$ cat src/smc_pkg.sv
// standby mode controller: shared constants, register map and mode encodings
// assumes a 32-bit AXI4-Lite register port and one system clock
// Contract
// - SLOW: PLL off, CPU and limited peripherals clocked
// - SLEEP: low-speed oscillator and three blocks only
// - IDLE: CPU stopped; DMA runs; Doze keeps more
// - wake on interrupt above mask, or reset
// - level at or above mask: take interrupt
// - below mask: resume, request flag stays set; code wakes only above mask or on NMI
// - nonmaskable interrupt is always serviced after wake
// - reset releases every standby mode
// - pin and key wake of STOP waits warm-up
// - pulse counter interrupts wake SLEEP in counter mode
// - per-mode release sources for SLEEP and STOP
// - interrupts disabled: wake only when level exceeds mask
// - STOP halts everything including both oscillators
// - STOP pin drive follows drive-enable bit
// - system clock restarts after warm-up count
// - STOP returns to prior NORMAL or SLOW
// - warm-up on SLEEP/STOP exits and cold SLOW exit; SLEEP exit back to SLOW skips warm-up
// - two-bit type field, Halt/Doze by core bit
// - Halt refuses DMA bus requests, Doze grants
package smc_pkg;

  // ==========================================================
  // register map
  localparam logic [7:0] SMC_CTRL_OFFS   = 8'h00;  // control, read/write
  localparam logic [7:0] SMC_STATUS_OFFS = 8'h04;  // status, read only

  // control field positions
  localparam int SMC_CTRL_TYPE_LSB = 0;  // standby_type_select, 2 bits
  localparam int SMC_CTRL_WU_LSB   = 2;  // warmup_select, 2 bits
  localparam int SMC_CTRL_HSEN_BIT = 4;  // hs_osc_enable
  localparam int SMC_CTRL_DRVE_BIT = 5;  // pin drive enable during STOP
  localparam int SMC_CTRL_SLOW_BIT = 6;  // request SLOW operating mode
  localparam int SMC_CTRL_PCNT_BIT = 7;  // pulse counter mode selected
  localparam logic [7:0] SMC_CTRL_RESET = 8'h10;  // oscillator on, all else 0

  // status field positions
  localparam int SMC_STAT_MODE_LSB = 0;  // current mode, 3 bits
  localparam int SMC_STAT_BUSY_BIT = 3;  // warm-up counting
  localparam int SMC_STAT_PREV_BIT = 4;  // return target is SLOW

  // standby type codes
  localparam logic [1:0] SMC_TYPE_RSVD  = 2'h0;
  localparam logic [1:0] SMC_TYPE_STOP  = 2'h1;
  localparam logic [1:0] SMC_TYPE_SLEEP = 2'h2;
  localparam logic [1:0] SMC_TYPE_IDLE  = 2'h3;

  // warm-up lengths in oscillator cycles; the longest fits here
  localparam int SMC_WU_CNT_W     = 17;
  localparam int SMC_WU_LEN_SHORT = 256;  // codes 00 and 01

  // bus answers
  localparam logic [1:0] SMC_RESP_OKAY   = 2'h0;
  localparam logic [1:0] SMC_RESP_SLVERR = 2'h2;

  // operating modes, Gray along normal-idle-sleep-stop-warmup-slow
  typedef enum logic [2:0] {
    SMC_NORMAL = 3'h0,
    SMC_IDLE   = 3'h1,
    SMC_SLEEP  = 3'h3,
    SMC_STOP   = 3'h2,
    SMC_WARMUP = 3'h6,
    SMC_SLOW   = 3'h4
  } smc_mode_t;

endpackage

$ cat src/smc_top.sv
// standby mode controller: mode sequencer, clock gating, wake logic, AXI4-Lite
// assumes core and interrupt controller signals synchronous to aclk
`timescale 1ns/1ns
module smc_top #(
  parameter int WU_LEN_MID  = 16384,
  parameter int WU_LEN_LONG = 65536
) (
  // clock and reset
  input  wire logic        aclk,
  input  wire logic        aresetn,
  // AXI4-Lite write address
  input  wire logic [7:0]  s_axi_awaddr,
  input  wire logic        s_axi_awvalid,
  output logic             s_axi_awready,
  // AXI4-Lite write data
  input  wire logic [31:0] s_axi_wdata,
  input  wire logic [3:0]  s_axi_wstrb,
  input  wire logic        s_axi_wvalid,
  output logic             s_axi_wready,
  // AXI4-Lite write response
  output logic [1:0]       s_axi_bresp,
  output logic             s_axi_bvalid,
  input  wire logic        s_axi_bready,
  // AXI4-Lite read address
  input  wire logic [7:0]  s_axi_araddr,
  input  wire logic        s_axi_arvalid,
  output logic             s_axi_arready,
  // AXI4-Lite read data
  output logic [31:0]      s_axi_rdata,
  output logic [1:0]       s_axi_rresp,
  output logic             s_axi_rvalid,
  input  wire logic        s_axi_rready,
  // processor core
  input  wire logic        wait_exec,
  input  wire logic        reduced_power_select,
  input  wire logic        cpu_irq_accept,
  input  wire logic [7:0]  irq_mask_level,
  output logic             resume_pulse,
  output logic             take_irq,
  // interrupt controller
  input  wire logic [7:0]  irq_level,
  input  wire logic        nmi_req,
  input  wire logic        ext_pin_irqs,
  input  wire logic        key_wakeup,
  input  wire logic        rtc_irq,
  input  wire logic        pulse_counter_irqs,
  input  wire logic        general_timer_irqs,
  input  wire logic        watchdog_irq,
  input  wire logic        serial_irq,
  input  wire logic        two_wire_serial_irq,
  input  wire logic        converter_irq,
  // dma bus ownership
  input  wire logic        dma_bus_req,
  output logic             dma_bus_grant,
  // oscillator ticks for warm-up counting
  input  wire logic        hs_osc_tick,
  input  wire logic        ls_osc_tick,
  // clock generator controls
  output logic             hs_osc_run,
  output logic             ls_osc_run,
  output logic             pll_run,
  output logic             cpu_clk_en,
  output logic             periph_clk_en,
  output logic             irq_controller_clk_en,
  output logic             ebi_io_clk_en,
  output logic             dma_clk_en,
  output logic             keep_alive_clk_en,
  output logic             rtc_clk_en,
  output logic             pin_drive_en
);
  import smc_pkg::*;

  // ==========================================================
  // registers and state
  logic [7:0] ctrl_q, ctrl_d;          // control register
  smc_mode_t  mode_q, mode_d;          // operating mode
  logic       prev_slow_q, prev_slow_d; // return target after warm-up/standby
  logic       hs_off_q, hs_off_d;      // oscillator was stopped in SLOW
  logic       doze_q, doze_d;          // IDLE variant
  logic       resume_q, resume_d;      // resume pulse to core
  logic       take_q, take_d;          // take-interrupt pulse to core
  logic       wu_start;                // load warm-up counter
  logic [1:0] wu_sel;                  // chosen length
  logic       wu_tick;                 // ticks of restarted oscillator
  logic       wu_busy;                 // counter running
  logic       wu_done;                 // counter finished

  // bus state
  logic       aw_hold_q, aw_hold_d;    // write address captured
  logic       w_hold_q, w_hold_d;      // write data captured
  logic [7:0] awaddr_q, awaddr_d;      // captured write address
  logic [7:0] wdata_q, wdata_d;        // captured low data byte
  logic       wstrb0_q, wstrb0_d;      // low byte lane enabled
  logic       bvalid_q, bvalid_d;      // write response pending
  logic [1:0] bresp_q, bresp_d;        // write response code
  logic       rvalid_q, rvalid_d;      // read data pending
  logic [1:0] rresp_q, rresp_d;        // read response code
  logic [31:0] rdata_q, rdata_d;       // read data

  // control fields
  logic [1:0] type_sel;
  logic [1:0] warmup_select;
  logic       hs_osc_enable;
  logic       drive_enable;
  logic       slow_req;
  logic       pcnt_mode;

  assign type_sel      = ctrl_q[SMC_CTRL_TYPE_LSB +: 2];
  assign warmup_select = ctrl_q[SMC_CTRL_WU_LSB +: 2];
  assign hs_osc_enable = ctrl_q[SMC_CTRL_HSEN_BIT];
  assign drive_enable  = ctrl_q[SMC_CTRL_DRVE_BIT];
  assign slow_req      = ctrl_q[SMC_CTRL_SLOW_BIT];
  assign pcnt_mode     = ctrl_q[SMC_CTRL_PCNT_BIT];

  // ==========================================================
  // wake sources
  logic any_src;     // some request allowed by the current mode
  logic above_mask;  // strictly above mask
  logic at_mask;     // at or above mask
  logic wake;        // release condition
  logic warm_src;    // wake came from pins or keys

  // per-mode release source selection
  always_comb begin
    case (mode_q)
      SMC_IDLE: begin
        any_src = ext_pin_irqs | key_wakeup | rtc_irq | pulse_counter_irqs |
                  general_timer_irqs | watchdog_irq | serial_irq |
                  two_wire_serial_irq | converter_irq;
      end
      SMC_SLEEP: begin
        any_src = ext_pin_irqs | key_wakeup | rtc_irq | (pulse_counter_irqs & pcnt_mode);
      end
      SMC_STOP: begin
        any_src = ext_pin_irqs | key_wakeup;
      end
      default: begin
        any_src = 1'b0;
      end
    endcase
  end

  assign above_mask = irq_level > irq_mask_level;
  assign at_mask    = irq_level >= irq_mask_level;
  assign wake       = nmi_req | (any_src & above_mask);
  assign warm_src   = ext_pin_irqs | key_wakeup;

  // ==========================================================
  // mode sequencer
  // reset lands in NORMAL from any mode
  always_comb begin
    mode_d      = mode_q;
    prev_slow_d = prev_slow_q;
    hs_off_d    = hs_off_q;
    doze_d      = doze_q;
    resume_d    = 1'b0;
    take_d      = 1'b0;
    wu_start    = 1'b0;
    wu_sel      = warmup_select;
    case (mode_q)
      SMC_NORMAL, SMC_SLOW: begin
        if (mode_q == SMC_SLOW && !hs_osc_enable) begin
          hs_off_d = 1'b1;
        end
        if (wait_exec && type_sel != SMC_TYPE_RSVD) begin
          prev_slow_d = (mode_q == SMC_SLOW);
          if (type_sel == SMC_TYPE_IDLE) begin
            mode_d = SMC_IDLE;
            doze_d = reduced_power_select;
          end else if (!reduced_power_select) begin
            mode_d = (type_sel == SMC_TYPE_STOP) ? SMC_STOP : SMC_SLEEP;
          end
        end else if (mode_q == SMC_NORMAL && slow_req) begin
          mode_d = SMC_SLOW;
        end else if (mode_q == SMC_SLOW && !slow_req) begin
          if (hs_off_q || !hs_osc_enable) begin
            prev_slow_d = 1'b0;
            wu_start    = 1'b1;
            mode_d      = SMC_WARMUP;
          end else begin
            mode_d = SMC_NORMAL;
          end
        end
      end
      SMC_IDLE: begin
        if (wake) begin
          mode_d   = prev_slow_q ? SMC_SLOW : SMC_NORMAL;
          resume_d = 1'b1;
          take_d   = nmi_req | (cpu_irq_accept & at_mask);
        end
      end
      SMC_SLEEP: begin
        if (wake) begin
          if (prev_slow_q) begin
            mode_d   = SMC_SLOW;
            resume_d = 1'b1;
            take_d   = nmi_req | (cpu_irq_accept & at_mask);
          end else begin
            wu_start = 1'b1;
            mode_d   = SMC_WARMUP;
          end
        end
      end
      SMC_STOP: begin
        if (wake && (warm_src || nmi_req)) begin
          wu_start = 1'b1;
          mode_d   = SMC_WARMUP;
        end
      end
      SMC_WARMUP: begin
        if (wu_done) begin
          mode_d   = prev_slow_q ? SMC_SLOW : SMC_NORMAL;
          resume_d = 1'b1;
          take_d   = nmi_req | (cpu_irq_accept & at_mask);
          hs_off_d = 1'b0;
        end
      end
      default: begin
        mode_d = SMC_NORMAL;
      end
    endcase
    if (mode_d == SMC_NORMAL) begin
      hs_off_d = 1'b0;
    end
  end

  // oscillator being restarted decides the tick source
  assign wu_tick = prev_slow_q ? ls_osc_tick : hs_osc_tick;

  // warm-up counter
  smc_warmup #(
    .LEN_MID  (WU_LEN_MID),
    .LEN_LONG (WU_LEN_LONG)
  ) u_warmup (
    .aclk     (aclk),
    .aresetn  (aresetn),
    .start    (wu_start),
    .sel      (wu_sel),
    .osc_tick (wu_tick),
    .busy     (wu_busy),
    .done     (wu_done)
  );

  // ==========================================================
  // clock gating per mode
  always_comb begin
    hs_osc_run        = 1'b0;
    ls_osc_run        = 1'b1;
    pll_run           = 1'b0;
    cpu_clk_en        = 1'b0;
    periph_clk_en     = 1'b0;
    irq_controller_clk_en       = 1'b0;
    ebi_io_clk_en     = 1'b0;
    dma_clk_en        = 1'b0;
    keep_alive_clk_en = 1'b1;
    rtc_clk_en        = 1'b1;
    pin_drive_en      = 1'b1;
    case (mode_q)
      SMC_NORMAL: begin
        hs_osc_run    = 1'b1;
        pll_run       = 1'b1;
        cpu_clk_en    = 1'b1;
        periph_clk_en = 1'b1;
        irq_controller_clk_en   = 1'b1;
        ebi_io_clk_en = 1'b1;
        dma_clk_en    = 1'b1;
      end
      SMC_SLOW: begin
        hs_osc_run    = hs_osc_enable;
        cpu_clk_en    = 1'b1;
        irq_controller_clk_en   = 1'b1;
        ebi_io_clk_en = 1'b1;
      end
      SMC_IDLE: begin
        hs_osc_run    = 1'b1;
        pll_run       = 1'b1;
        periph_clk_en = 1'b1;
        dma_clk_en    = 1'b1;
        irq_controller_clk_en   = doze_q;
        ebi_io_clk_en = doze_q;
      end
      SMC_SLEEP: begin
      end
      SMC_STOP: begin
        ls_osc_run        = 1'b0;
        keep_alive_clk_en = 1'b0;
        rtc_clk_en        = 1'b0;
        pin_drive_en      = drive_enable;
      end
      default: begin  // warm-up: only the low-speed oscillator, pin drive and, unless returning to SLOW, the high-speed oscillator stay on
        hs_osc_run        = !prev_slow_q;
        keep_alive_clk_en = 1'b0;
        rtc_clk_en        = 1'b0;
      end
    endcase
  end

  // bus ownership: refused in Halt and deeper modes
  assign dma_bus_grant = dma_bus_req &
                         (mode_q == SMC_NORMAL || mode_q == SMC_SLOW ||
                          (mode_q == SMC_IDLE && doze_q));

  assign resume_pulse = resume_q;
  assign take_irq     = take_q;

  // ==========================================================
  // AXI4-Lite slave
  // address and data taken independently, response after both
  always_comb begin
    aw_hold_d = aw_hold_q;
    w_hold_d  = w_hold_q;
    awaddr_d  = awaddr_q;
    wdata_d   = wdata_q;
    wstrb0_d  = wstrb0_q;
    bvalid_d  = bvalid_q;
    bresp_d   = bresp_q;
    rvalid_d  = rvalid_q;
    rresp_d   = rresp_q;
    rdata_d   = rdata_q;
    ctrl_d    = ctrl_q;
    if (s_axi_awvalid && s_axi_awready) begin
      aw_hold_d = 1'b1;
      awaddr_d  = s_axi_awaddr;
    end
    if (s_axi_wvalid && s_axi_wready) begin
      w_hold_d = 1'b1;
      wdata_d  = s_axi_wdata[7:0];
      wstrb0_d = s_axi_wstrb[0];
    end
    // perform the write once both halves are held
    if (aw_hold_q && w_hold_q && !bvalid_q) begin
      aw_hold_d = 1'b0;
      w_hold_d  = 1'b0;
      bvalid_d  = 1'b1;
      if (awaddr_q == SMC_CTRL_OFFS) begin
        bresp_d = SMC_RESP_OKAY;
        if (wstrb0_q) begin
          ctrl_d = wdata_q;
        end
      end else if (awaddr_q == SMC_STATUS_OFFS) begin
        bresp_d = SMC_RESP_OKAY;  // read only, write ignored
      end else begin
        bresp_d = SMC_RESP_SLVERR;
      end
    end else if (bvalid_q && s_axi_bready) begin
      bvalid_d = 1'b0;
    end
    // read path
    if (s_axi_arvalid && s_axi_arready) begin
      rvalid_d = 1'b1;
      rresp_d  = SMC_RESP_OKAY;
      rdata_d  = '0;
      if (s_axi_araddr == SMC_CTRL_OFFS) begin
        rdata_d[7:0] = ctrl_q;
      end else if (s_axi_araddr == SMC_STATUS_OFFS) begin
        rdata_d[SMC_STAT_MODE_LSB +: 3] = mode_q;
        rdata_d[SMC_STAT_BUSY_BIT]      = wu_busy;
        rdata_d[SMC_STAT_PREV_BIT]      = prev_slow_q;
      end else begin
        rresp_d = SMC_RESP_SLVERR;
      end
    end else if (rvalid_q && s_axi_rready) begin
      rvalid_d = 1'b0;
    end
  end

  assign s_axi_awready = !aw_hold_q;
  assign s_axi_wready  = !w_hold_q;
  assign s_axi_bvalid  = bvalid_q;
  assign s_axi_bresp   = bresp_q;
  assign s_axi_arready = !rvalid_q;
  assign s_axi_rvalid  = rvalid_q;
  assign s_axi_rresp   = rresp_q;
  assign s_axi_rdata   = rdata_q;

  // ==========================================================
  // register stage
  always_ff @(posedge aclk) begin
    if (!aresetn) begin
      ctrl_q      <= SMC_CTRL_RESET;
      mode_q      <= SMC_NORMAL;
      prev_slow_q <= 1'b0;
      hs_off_q    <= 1'b0;
      doze_q      <= 1'b0;
      resume_q    <= 1'b0;
      take_q      <= 1'b0;
      aw_hold_q   <= 1'b0;
      w_hold_q    <= 1'b0;
      awaddr_q    <= 8'h00;
      wdata_q     <= 8'h00;
      wstrb0_q    <= 1'b0;
      bvalid_q    <= 1'b0;
      bresp_q     <= SMC_RESP_OKAY;
      rvalid_q    <= 1'b0;
      rresp_q     <= SMC_RESP_OKAY;
      rdata_q     <= 32'h00000000;
    end else begin
      ctrl_q      <= ctrl_d;
      mode_q      <= mode_d;
      prev_slow_q <= prev_slow_d;
      hs_off_q    <= hs_off_d;
      doze_q      <= doze_d;
      resume_q    <= resume_d;
      take_q      <= take_d;
      aw_hold_q   <= aw_hold_d;
      w_hold_q    <= w_hold_d;
      awaddr_q    <= awaddr_d;
      wdata_q     <= wdata_d;
      wstrb0_q    <= wstrb0_d;
      bvalid_q    <= bvalid_d;
      bresp_q     <= bresp_d;
      rvalid_q    <= rvalid_d;
      rresp_q     <= rresp_d;
      rdata_q     <= rdata_d;
    end
  end

endmodule

$ cat src/smc_warmup.sv
// standby mode controller: oscillator warm-up counter
// assumes osc_tick is a one-cycle pulse per cycle of the restarted oscillator
`timescale 1ns/1ns
module smc_warmup #(
  parameter int LEN_MID  = 16384,
  parameter int LEN_LONG = 65536
) (
  // clock and reset
  input  wire logic        aclk,
  input  wire logic        aresetn,
  // control
  input  wire logic        start,
  input  wire logic [1:0]  sel,
  input  wire logic        osc_tick,
  // result
  output logic             busy,
  output logic             done
);
  import smc_pkg::*;

  logic [SMC_WU_CNT_W-1:0] cnt_q, cnt_d;    // remaining oscillator cycles
  logic                    busy_q, busy_d;  // counting
  logic                    done_q, done_d;  // one-cycle end pulse

  // length chosen by the two-bit code
  function automatic logic [SMC_WU_CNT_W-1:0] wu_len(input logic [1:0] s);
    case (s)
      2'h2:    wu_len = SMC_WU_CNT_W'(LEN_MID);
      2'h3:    wu_len = SMC_WU_CNT_W'(LEN_LONG);
      default: wu_len = SMC_WU_CNT_W'(SMC_WU_LEN_SHORT);
    endcase
  endfunction

  // ==========================================================
  // counter
  // load on start, step down on each oscillator tick
  always_comb begin
    cnt_d  = cnt_q;
    busy_d = busy_q;
    done_d = 1'b0;
    if (start) begin
      cnt_d  = wu_len(sel);
      busy_d = 1'b1;
    end else if (busy_q && osc_tick) begin
      if (cnt_q == SMC_WU_CNT_W'(1)) begin
        busy_d = 1'b0;
        done_d = 1'b1;
      end
      cnt_d = cnt_q - SMC_WU_CNT_W'(1);
    end
  end

  // register stage
  always_ff @(posedge aclk) begin
    if (!aresetn) begin
      cnt_q  <= '0;
      busy_q <= 1'b0;
      done_q <= 1'b0;
    end else begin
      cnt_q  <= cnt_d;
      busy_q <= busy_d;
      done_q <= done_d;
    end
  end

  assign busy = busy_q;
  assign done = done_q;

endmodule

$ cat config.mk
export PLATFORM = sky130hd
export DESIGN_NAME = smc_top
export DESIGN_NICKNAME = d
export VERILOG_FILES = /design/src/smc_pkg.sv /design/src/smc_top.sv /design/src/smc_warmup.sv
export SDC_FILE = /design/constraint.sdc
export NUM_CORES = 1
export LEC_CHECK = 0
export ABC_CLOCK_PERIOD_IN_PS = 4400
export BUFFER_PORTS_ARGS = -buffer_cell sky130_fd_sc_hd__buf_4
export CORE_MARGIN = 1.5
export CORE_UTILIZATION = 52
export DETAILED_ROUTE_END_ITERATION = 16
export PLACE_DENSITY_LB_ADDON = 0.12
export SLEW_MARGIN = 25
export SYNTH_ARGS = -nofsm -noshare
export SYNTH_HDL_FRONTEND = slang
export SYNTH_SLANG_ARGS = --single-unit
$ cat constraint.sdc
create_clock -name aclk -period 4.4 [get_ports aclk]
set_clock_uncertainty 0.1 [all_clocks]
set_input_delay 0 -clock aclk [delete_from_list [all_inputs] [get_ports aclk]]
set_output_delay 0 -clock aclk [all_outputs]
set_load 0.1 [all_outputs]
==> impl_results.rst, run 1 <==
.. list-table::
   :header-rows: 1

   * - Metric
     - Value
   * - Register-to-Register Setup Slack
     - 1.61 ns
   * - Critical Path Slowest Stage Cell
     - sky130_fd_sc_hd__dfxtp_1
   * - Fin crit period
     - 2.79 ns
   * - Average via count per standard cell
     - 5.26
   * - Maximum fanout count along the critical path
     - 17
   * - IO buf count
     - 92
   * - Pwr dens
     - 297 nW/µm²
   * - Fmax
     - 0.358 GHz
   * - Nature of the critical path startpoint
     - flop
   * - Cts bufs inserted
     - 9
   * - Synth Instances
     - 420
   * - Antenna cells
     - 0
   * - Largest voltage drop on the vdd net
     - approximately 240 µV
   * - Number of hold-slack violations in the final timing report
     - 0
   * - Clock slew at the register clock pins of the worst setup and hold paths
     - about 0.07 ns
   * - Max Buffers Root-to-Sink
     - 2
   * - List of cells traversed by the critical path
     - or3b_2, nor3_1, a31o_2, a31oi_1, nand2_1, a211oi_1
   * - Total vias in the final route
     - 3211
   * - Flop and latch count out of synthesis
     - 66
   * - Number of DRC markers in iteration 0
     - 114
   * - Clock Root Buffer
     - sky130_fd_sc_hd__clkbuf_8
   * - DRT antenna net count
     - 0
   * - Ports
     - 146
   * - Normalized max-slew margin
     - 0.403
   * - Post-layout worst setup margin
     - 1.61 ns
   * - Core Area
     - 6490 µm²
   * - Count of warnings emitted by yosys
     - 0
   * - Drt total wl
     - 8070 µm
   * - Post-synth EDFFs
     - 0
   * - Global placer's final weighted congestion
     - between 0.8 and 0.9
   * - HPWL reported at the end of detailed placement
     - around 5700 µm
   * - Final global-route overflow total
     - 0
   * - Starting utilization of the core area
     - 0.548
   * - Fin cells
     - just over 600
   * - Drc violations
     - 0
   * - Synthesized area per cell
     - around 8.5 µm²
   * - Count of final max-slew check failures
     - 0
   * - Count of standard-cell rows
     - 29
   * - Leading cell type in the layout, fill and taps excluded
     - sky130_fd_sc_hd__buf_4
   * - H-tree Lvls
     - 3
   * - Clock tree from TritonCTS
     - built
   * - Share of the cycle needed by the critical path after routing
     - 0.635
   * - Prevailing post-synth register cell
     - sky130_fd_sc_hd__dfxtp_1
   * - Worst endpoint data arrival time
     - between 2 and 3 ns
   * - Number of antenna violations at the first check in global routing
     - 0
   * - Final setup violation count
     - 0
   * - Category of the critical setup timing path
     - flop to flop
   * - First-pass GRT wire length
     - about 13000 µm
   * - Sequential element share of the synthesized area
     - 0.371
   * - First-pass iteration count of the detailed router
     - 4
   * - Number of nets in the layout
     - 631
   * - Unique cell type count in the Yosys netlist
     - 57
   * - Largest net degree at the start of global routing
     - 52
   * - Aggregate negative setup slack
     - 0 ns
   * - Number of global-route vias before repair
     - 3052
   * - Chip Width
     - 85.7 µm
   * - Leakage power figure
     - 2.09 nW
   * - WP data required
     - 4.55 ns
   * - Worst-Margin Slew
     - 0.894 ns
   * - Clock tree sinks
     - 66
   * - Leading cell types in the layout, fill and taps excluded
     - sky130_fd_sc_hd__buf_4, sky130_fd_sc_hd__dfxtp_1, sky130_fd_sc_hd__nand2_1
   * - Overall fraction of global-route tracks in use
     - 0.225
   * - Floorplan die height
     - 85.7 µm
   * - Hold/Removal Path Class
     - input port to flop
   * - Number of maximum-capacitance violations
     - 0
   * - Later-pin clock latency in the skew report
     - 0.34 ns
   * - Result of the run
     - completed
   * - Average wire length per cell after detail routing
     - 13.2 µm
   * - Post-synth ARST share
     - 0
   * - Type of destination of the critical path
     - flop
   * - Proportion of layout cells with a drive suffix above 1
     - 0.232
   * - Mapped cell area
     - 3560 µm²
   * - Unrepaired setup endpoints after global routing
     - no
   * - Largest stage delay on the critical path
     - 0.63 ns
   * - Setup slack at placement
     - 1.64 ns
   * - Floorplan die area
     - 7350 µm²
   * - Final total power
     - 0.00138 W
   * - Instance count after placement with tap cells included
     - 566
   * - Layout overhead on the synthesized area
     - 30.2%
   * - Hold WS
     - 0.0309 ns
-- logic make-up (layout without fill, tap and decap cells) --
family / Yosys count / count (layout) / synth area share
compound gates: 68 / 68 / 0.132
xor+xnor: 16 / 16 / 0.0394
fa+ha+maj: 10 / 10 / 0.0352
buf+inv: 70 / 159 / 0.106
flops: 66 / 66 / 0.371
mux: 24 / 24 / 0.0693
other cells: 1 / 26 / 0.00105
simple gates: 165 / 165 / 0.246
-- cell type report --
| class | count | area, µm² |
|---|---|---|
| Fill cell | 556 | 1860 |
| Tap cell | 77 | 96.3 |
| Clock buffer | 9 | 124 |
| Inverter | 21 | 78.8 |
| Clock inverter | 6 | 58.8 |
| Multi-Input combinational cell | 309 | 1950 |
| Timing Repair Buffer | 123 | 998 |
| Sequential cell | 66 | 1320 |
-- Yosys cell counts, types with 12 or more instances --
master / count / area [µm²]
sky130_fd_sc_hd__inv_1: 21 / 78.8
sky130_fd_sc_hd__a21boi_0: 14 / 105
sky130_fd_sc_hd__mux2i_1: 19 / 190
sky130_fd_sc_hd__clkbuf_1: 18 / 67.6
sky130_fd_sc_hd__nor2b_1: 34 / 213
sky130_fd_sc_hd__a21oi_1: 12 / 60.1
sky130_fd_sc_hd__nor2_1: 35 / 131
sky130_fd_sc_hd__nand2_1: 36 / 135
sky130_fd_sc_hd__xnor2_1: 12 / 105
sky130_fd_sc_hd__buf_4: 30 / 225
sky130_fd_sc_hd__dfxtp_1: 66 / 1320
-- state kept, by name, summed over array words and instances (netlist names) --
register / flops
wdata_q: 8
s_axi_rdata: 8
s_axi_bresp: 1
resume_pulse: 1
doze_q: 1
s_axi_bvalid: 1
prev_slow_q: 1
hs_off_q: 1
u_warmup.cnt_q: 17
u_warmup.busy: 1
wstrb0_q: 1
take_irq: 1
w_hold_q: 1
awaddr_q: 8
mode_q: 3
u_warmup.done: 1
s_axi_rresp: 1
s_axi_rvalid: 1
aw_hold_q: 1
ctrl_q: 8
-- final timing paths --
check / from / endpoint / cells after the start
setup / recovery: mode_q[1] / u_warmup.cnt_q[1] / 6
hold reg to reg: wdata_q[4] / wdata_q[4] / 2
hold / removal: wait_exec / doze_q / 4
setup reg to reg: mode_q[1] / u_warmup.cnt_q[1] / 6
-- report_power, final --
group          switching (W)  internal, W  leakage [nW]  total, W
Clock               0.000223     0.000255        0.0986  0.000478
Combinational       0.000192    0.0000885          1.45  0.000280
Sequential        0.00000788     0.000611         0.536  0.000619
-- timing repair --
| action | in CTS | in global routing |
|---|---|---|
| hold buffers | 30 | 0 |
| setup buffers | 0 | 0 |
| gates resized for setup | 0 | 0 |
| endpoints found under the hold margin | 29 | 0 |
-- layer usage --
layer,GRT usage,vias up,share of wire
li1,-,1613,-
met1,0.272,1499,0.45
met2,0.387,92,0.50
met3,0.0558,7,0.047
met4,0.0806,0,0.0068
met5,0,-,0
-- critical path: cells and delay by family (launching register included) --
kind            cells  cell delay (ns)
compound gates      3             1.09
simple gates        3             0.88
flops               1             0.63
-- per-stage QoR --
step / cell area (µm²) / utilization
floorplan: 3650 / -
global placement: 4150 / 0.639
detailed placement: 4150 / 0.639
CTS: 4630 / 0.713
global route: 4630 / 0.713
finish: 4630 / 0.713
Note: power is estimated with default switching activity, not from simulation.
==> inputs of run 2 (changes only) <==
--- a/config.mk
+++ b/config.mk
@@ -5,10 +5,10 @@
 export SDC_FILE = /design/constraint.sdc
 export NUM_CORES = 1
 export LEC_CHECK = 0
-export ABC_CLOCK_PERIOD_IN_PS = 4400
+export ABC_CLOCK_PERIOD_IN_PS = 2700
 export BUFFER_PORTS_ARGS = -buffer_cell sky130_fd_sc_hd__buf_4
 export CORE_MARGIN = 1.5
-export CORE_UTILIZATION = 52
+export CORE_UTILIZATION = 49
 export DETAILED_ROUTE_END_ITERATION = 16
 export PLACE_DENSITY_LB_ADDON = 0.12
 export SLEW_MARGIN = 25
==> constraint.sdc (replaced) <==
create_clock -name aclk -period 2.7 [get_ports aclk]
set_clock_uncertainty 0.1 [all_clocks]
set_input_delay 0 -clock aclk [delete_from_list [all_inputs] [get_ports aclk]]
set_output_delay 0 -clock aclk [all_outputs]
set_load 0.1 [all_outputs]
==> run 2 against run 1 <==
Cell count up 4.1%. Core utilization down 3.6 points. Global-route usage down 0.32 points. Fmax up 15%. Sequential share of layout area down 0.28 points. Worst setup slack worse by 1.3 ns. Critical path type unchanged. Highest routed layer unchanged.
==> impl_results.rst, run 2 (synthesized netlist as in run 1, its figures left out) <==
.. list-table::
   :header-rows: 1

   * - Metric
     - Value
   * - Result of the run
     - completed (unchanged)
   * - Worst endpoint data arrival time
     - 2.56 ns (was 2.94 ns)
   * - Floorplan die area
     - 7780 µm² (was 7350 µm²)
   * - Final total power
     - 0.00214 W (was 0.00138 W)
   * - Category of the critical setup timing path
     - flop to flop (unchanged)
   * - Setup slack at placement
     - 0.271 ns (was 1.64 ns)
   * - Fmax
     - 0.413 GHz (was 0.358 GHz)
   * - HPWL reported at the end of detailed placement
     - 5690 µm (was 5670 µm)
   * - Number of global-route vias before repair
     - 3022 (was 3052)
   * - Core Area
     - 6910 µm² (was 6490 µm²)
   * - Chip Width
     - 88.2 µm (was 85.7 µm)
   * - Hold/Removal Path Class
     - input port to flop (unchanged)
   * - Global placer's final weighted congestion
     - 0.877 (was 0.898)
   * - Nature of the critical path startpoint
     - flop (unchanged)
   * - Layer carrying the most global-route usage
     - met2 (unchanged)
   * - Pwr dens
     - 457 nW/µm² (was 297 nW/µm²)
   * - Fin crit period
     - 2.42 ns (was 2.79 ns)
   * - Startpoint of the tightest hold check path
     - s_axi_araddr[2] (was wait_exec)
   * - Aggregate negative setup slack
     - 0 ns (unchanged)
   * - Hold WS
     - 0.0176 ns (was 0.0309 ns)
   * - Starting utilization of the core area
     - 0.515 (was 0.548)
   * - IO buf count
     - 92 (unchanged)
   * - Largest net degree at the start of global routing
     - 52 (unchanged)
   * - Clock tree sinks
     - 66 (unchanged)
   * - Number of maximum-capacitance violations
     - 0 (unchanged)
   * - Final setup violation count
     - 0 (unchanged)
   * - Drt total wl
     - 8050 µm (was 8070 µm)
   * - Number of DRC markers in iteration 0
     - 138 (was 114)
   * - Largest register by flop count
     - u_warmup.cnt_q (unchanged)
   * - Share of the cycle needed by the critical path after routing
     - 0.897 (was 0.635)
   * - Average via count per standard cell
     - 5.00 (was 5.26)
   * - Unrepaired setup endpoints after global routing
     - no (unchanged)
   * - Leading cell types in the layout, fill and taps excluded
     - sky130_fd_sc_hd__buf_4, sky130_fd_sc_hd__dfxtp_1, sky130_fd_sc_hd__nand2_1 (unchanged)
   * - Leakage power figure
     - 2.10 nW (was 2.09 nW)
   * - Largest voltage drop on the vdd net
     - 278 µV (was 244 µV)
   * - Source of the worst register-to-register timing path
     - u_warmup.cnt_q[2] (was mode_q[1])
   * - H-tree Lvls
     - 3 (unchanged)
   * - GR Util met3
     - 0.0392 (was 0.0558)
   * - Worst-Margin Slew
     - 0.904 ns (was 0.894 ns)
   * - Overall fraction of global-route tracks in use
     - 0.221 (was 0.225)
   * - Post-layout worst setup margin
     - 0.277 ns (was 1.61 ns)
   * - WP data required
     - 2.83 ns (was 4.55 ns)
   * - First-pass GRT wire length
     - 13400 µm (was 13300 µm)
   * - Number of buffers and inverters on the critical path
     - 1 (was 0)
   * - Count of final max-slew check failures
     - 0 (unchanged)
   * - Clock Root Buffer
     - sky130_fd_sc_hd__clkbuf_8 (unchanged)
   * - Number of antenna violations at the first check in global routing
     - 0 (unchanged)
   * - Ports
     - 146 (unchanged)
   * - Normalized max-slew margin
     - 0.396 (was 0.403)
   * - Largest stage delay on the critical path
     - 0.55 ns (was 0.63 ns)
   * - Antenna cells
     - 0 (unchanged)
   * - DRT antenna net count
     - 0 (unchanged)
   * - Drc violations
     - 0 (unchanged)
   * - Met2 Use GR
     - 0.378 (was 0.387)
   * - Number of hold-slack violations in the final timing report
     - 0 (unchanged)
   * - Critical Path Slowest Stage Cell
     - sky130_fd_sc_hd__or4_4 (was sky130_fd_sc_hd__dfxtp_1)
   * - Floorplan die height
     - 88.2 µm (was 85.7 µm)
   * - List of cells traversed by the critical path
     - or4_4, or3_1, buf_4, or2_2, nor4_1, xnor2_1, nor2_1 (was or3b_2, nor3_1, a31o_2, a31oi_1, nand2_1, a211oi_1)
   * - Number of nets in the layout
     - 637 (was 631)
   * - Max Buffers Root-to-Sink
     - 2 (unchanged)
   * - Clock tree from TritonCTS
     - built (unchanged)
   * - Fill cells
     - 603 (was 556)
   * - Clock slew at the register clock pins of the worst setup and hold paths
     - 0.07 ns (about the same)
   * - Leading cell type in the layout, fill and taps excluded
     - sky130_fd_sc_hd__buf_4 (unchanged)
   * - First-pass iteration count of the detailed router
     - 4 (unchanged)
   * - Total vias in the final route
     - 3182 (was 3211)
   * - Layout overhead on the synthesized area
     - 31.5% (was 30.2%)
   * - Setup Fix Bufs, Post-CTS
     - 0 (unchanged)
   * - Met1 track demand over resource in global routing
     - 0.277 (was 0.272)
   * - Later-pin clock latency in the skew report
     - 0.34 ns (about the same)
   * - Maximum fanout count along the critical path
     - 6 (was 17)
   * - Cts bufs inserted
     - 9 (unchanged)
   * - Final global-route overflow total
     - 0 (unchanged)
   * - Launching instance or port of the critical path
     - u_warmup.cnt_q[2] (was mode_q[1])
   * - Count of standard-cell rows
     - 30 (was 29)
   * - Proportion of layout cells with a drive suffix above 1
     - 0.243 (was 0.232)
   * - Max reg flops
     - 17 (unchanged)
   * - Type of destination of the critical path
     - flop (unchanged)
   * - Average wire length per cell after detail routing
     - 12.7 µm (was 13.2 µm)
   * - Gate family responsible for the most delay along the worst path
     - simple AND/OR/NAND/NOR gates (was compound AO/OA/AOI/OAI gates)
-- run 2: through the flow --
stage	utilization	cells	area, µm²
after floorplan	-	445	3660
after global placement	0.613	592	4240
after detailed placement	0.613	592	4240
after CTS	0.677	636	4680
after global routing	0.677	636	4680
final	0.677	636	4680
-- run 2: per-layer routing --
| layer | vias to the layer above | wire length, µm | part of all wire |
|---|---|---|---|
| met5 | - | 0 | 0 |
| met4 | 0 | 162 | 0.020 |
| met3 | 14 | 507 | 0.063 |
| met2 | 109 | 3890 | 0.48 |
| met1 | 1443 | 3480 | 0.43 |
| li1 | 1616 | - | - |
-- run 2: cell type report --
type,count,area (µm²),area share
Clock buffer,12,135,0.0289
Clock inverter,3,17.5,0.00374
Inverter,21,78.8,0.0168
Multi-Input combinational cell,309,1960,0.420
Sequential cell,66,1320,0.282
Tap cell,96,120,0.0257
Timing Repair Buffer,129,1040,0.223
-- run 2: worst paths after layout --
path / endpoint / slack, ns / cells past startpoint
max reg2reg: u_warmup.cnt_q[13] / 0.28 / 7
max: u_warmup.cnt_q[13] / 0.28 / 7
min: s_axi_rdata[6] / 0.02 / 4
min reg2reg: wdata_q[0] / 0.37 / 2
-- run 2: repair_timing --
action | 4_1_cts | 5_1_grt
endpoints found under the hold margin | 27 | 0
hold buffers | 29 | 0
endpoints found under the setup margin | 0 | 0
resized for setup | 0 | 0
-- run 2: worst register-to-register path, cell delays in order (launching register included) --
cell and delay, ns:
sky130_fd_sc_hd__dfxtp_1 0.34, sky130_fd_sc_hd__or4_4 0.55, sky130_fd_sc_hd__or3_1 0.33, sky130_fd_sc_hd__buf_4 0.17, sky130_fd_sc_hd__or2_2 0.32, sky130_fd_sc_hd__nor4_1 0.27, sky130_fd_sc_hd__xnor2_1 0.18, sky130_fd_sc_hd__nor2_1 0.05
-- run 2: report_power, final --
part	leakage, nW	internal [W]	switching (W)	total (W)
clock network	0.0762	0.000326	0.000349	0.000674
registers	0.536	0.000996	0.0000132	0.00101
logic	1.49	0.000144	0.000312	0.000456
total	2.10	0.00147	0.000674	0.00214
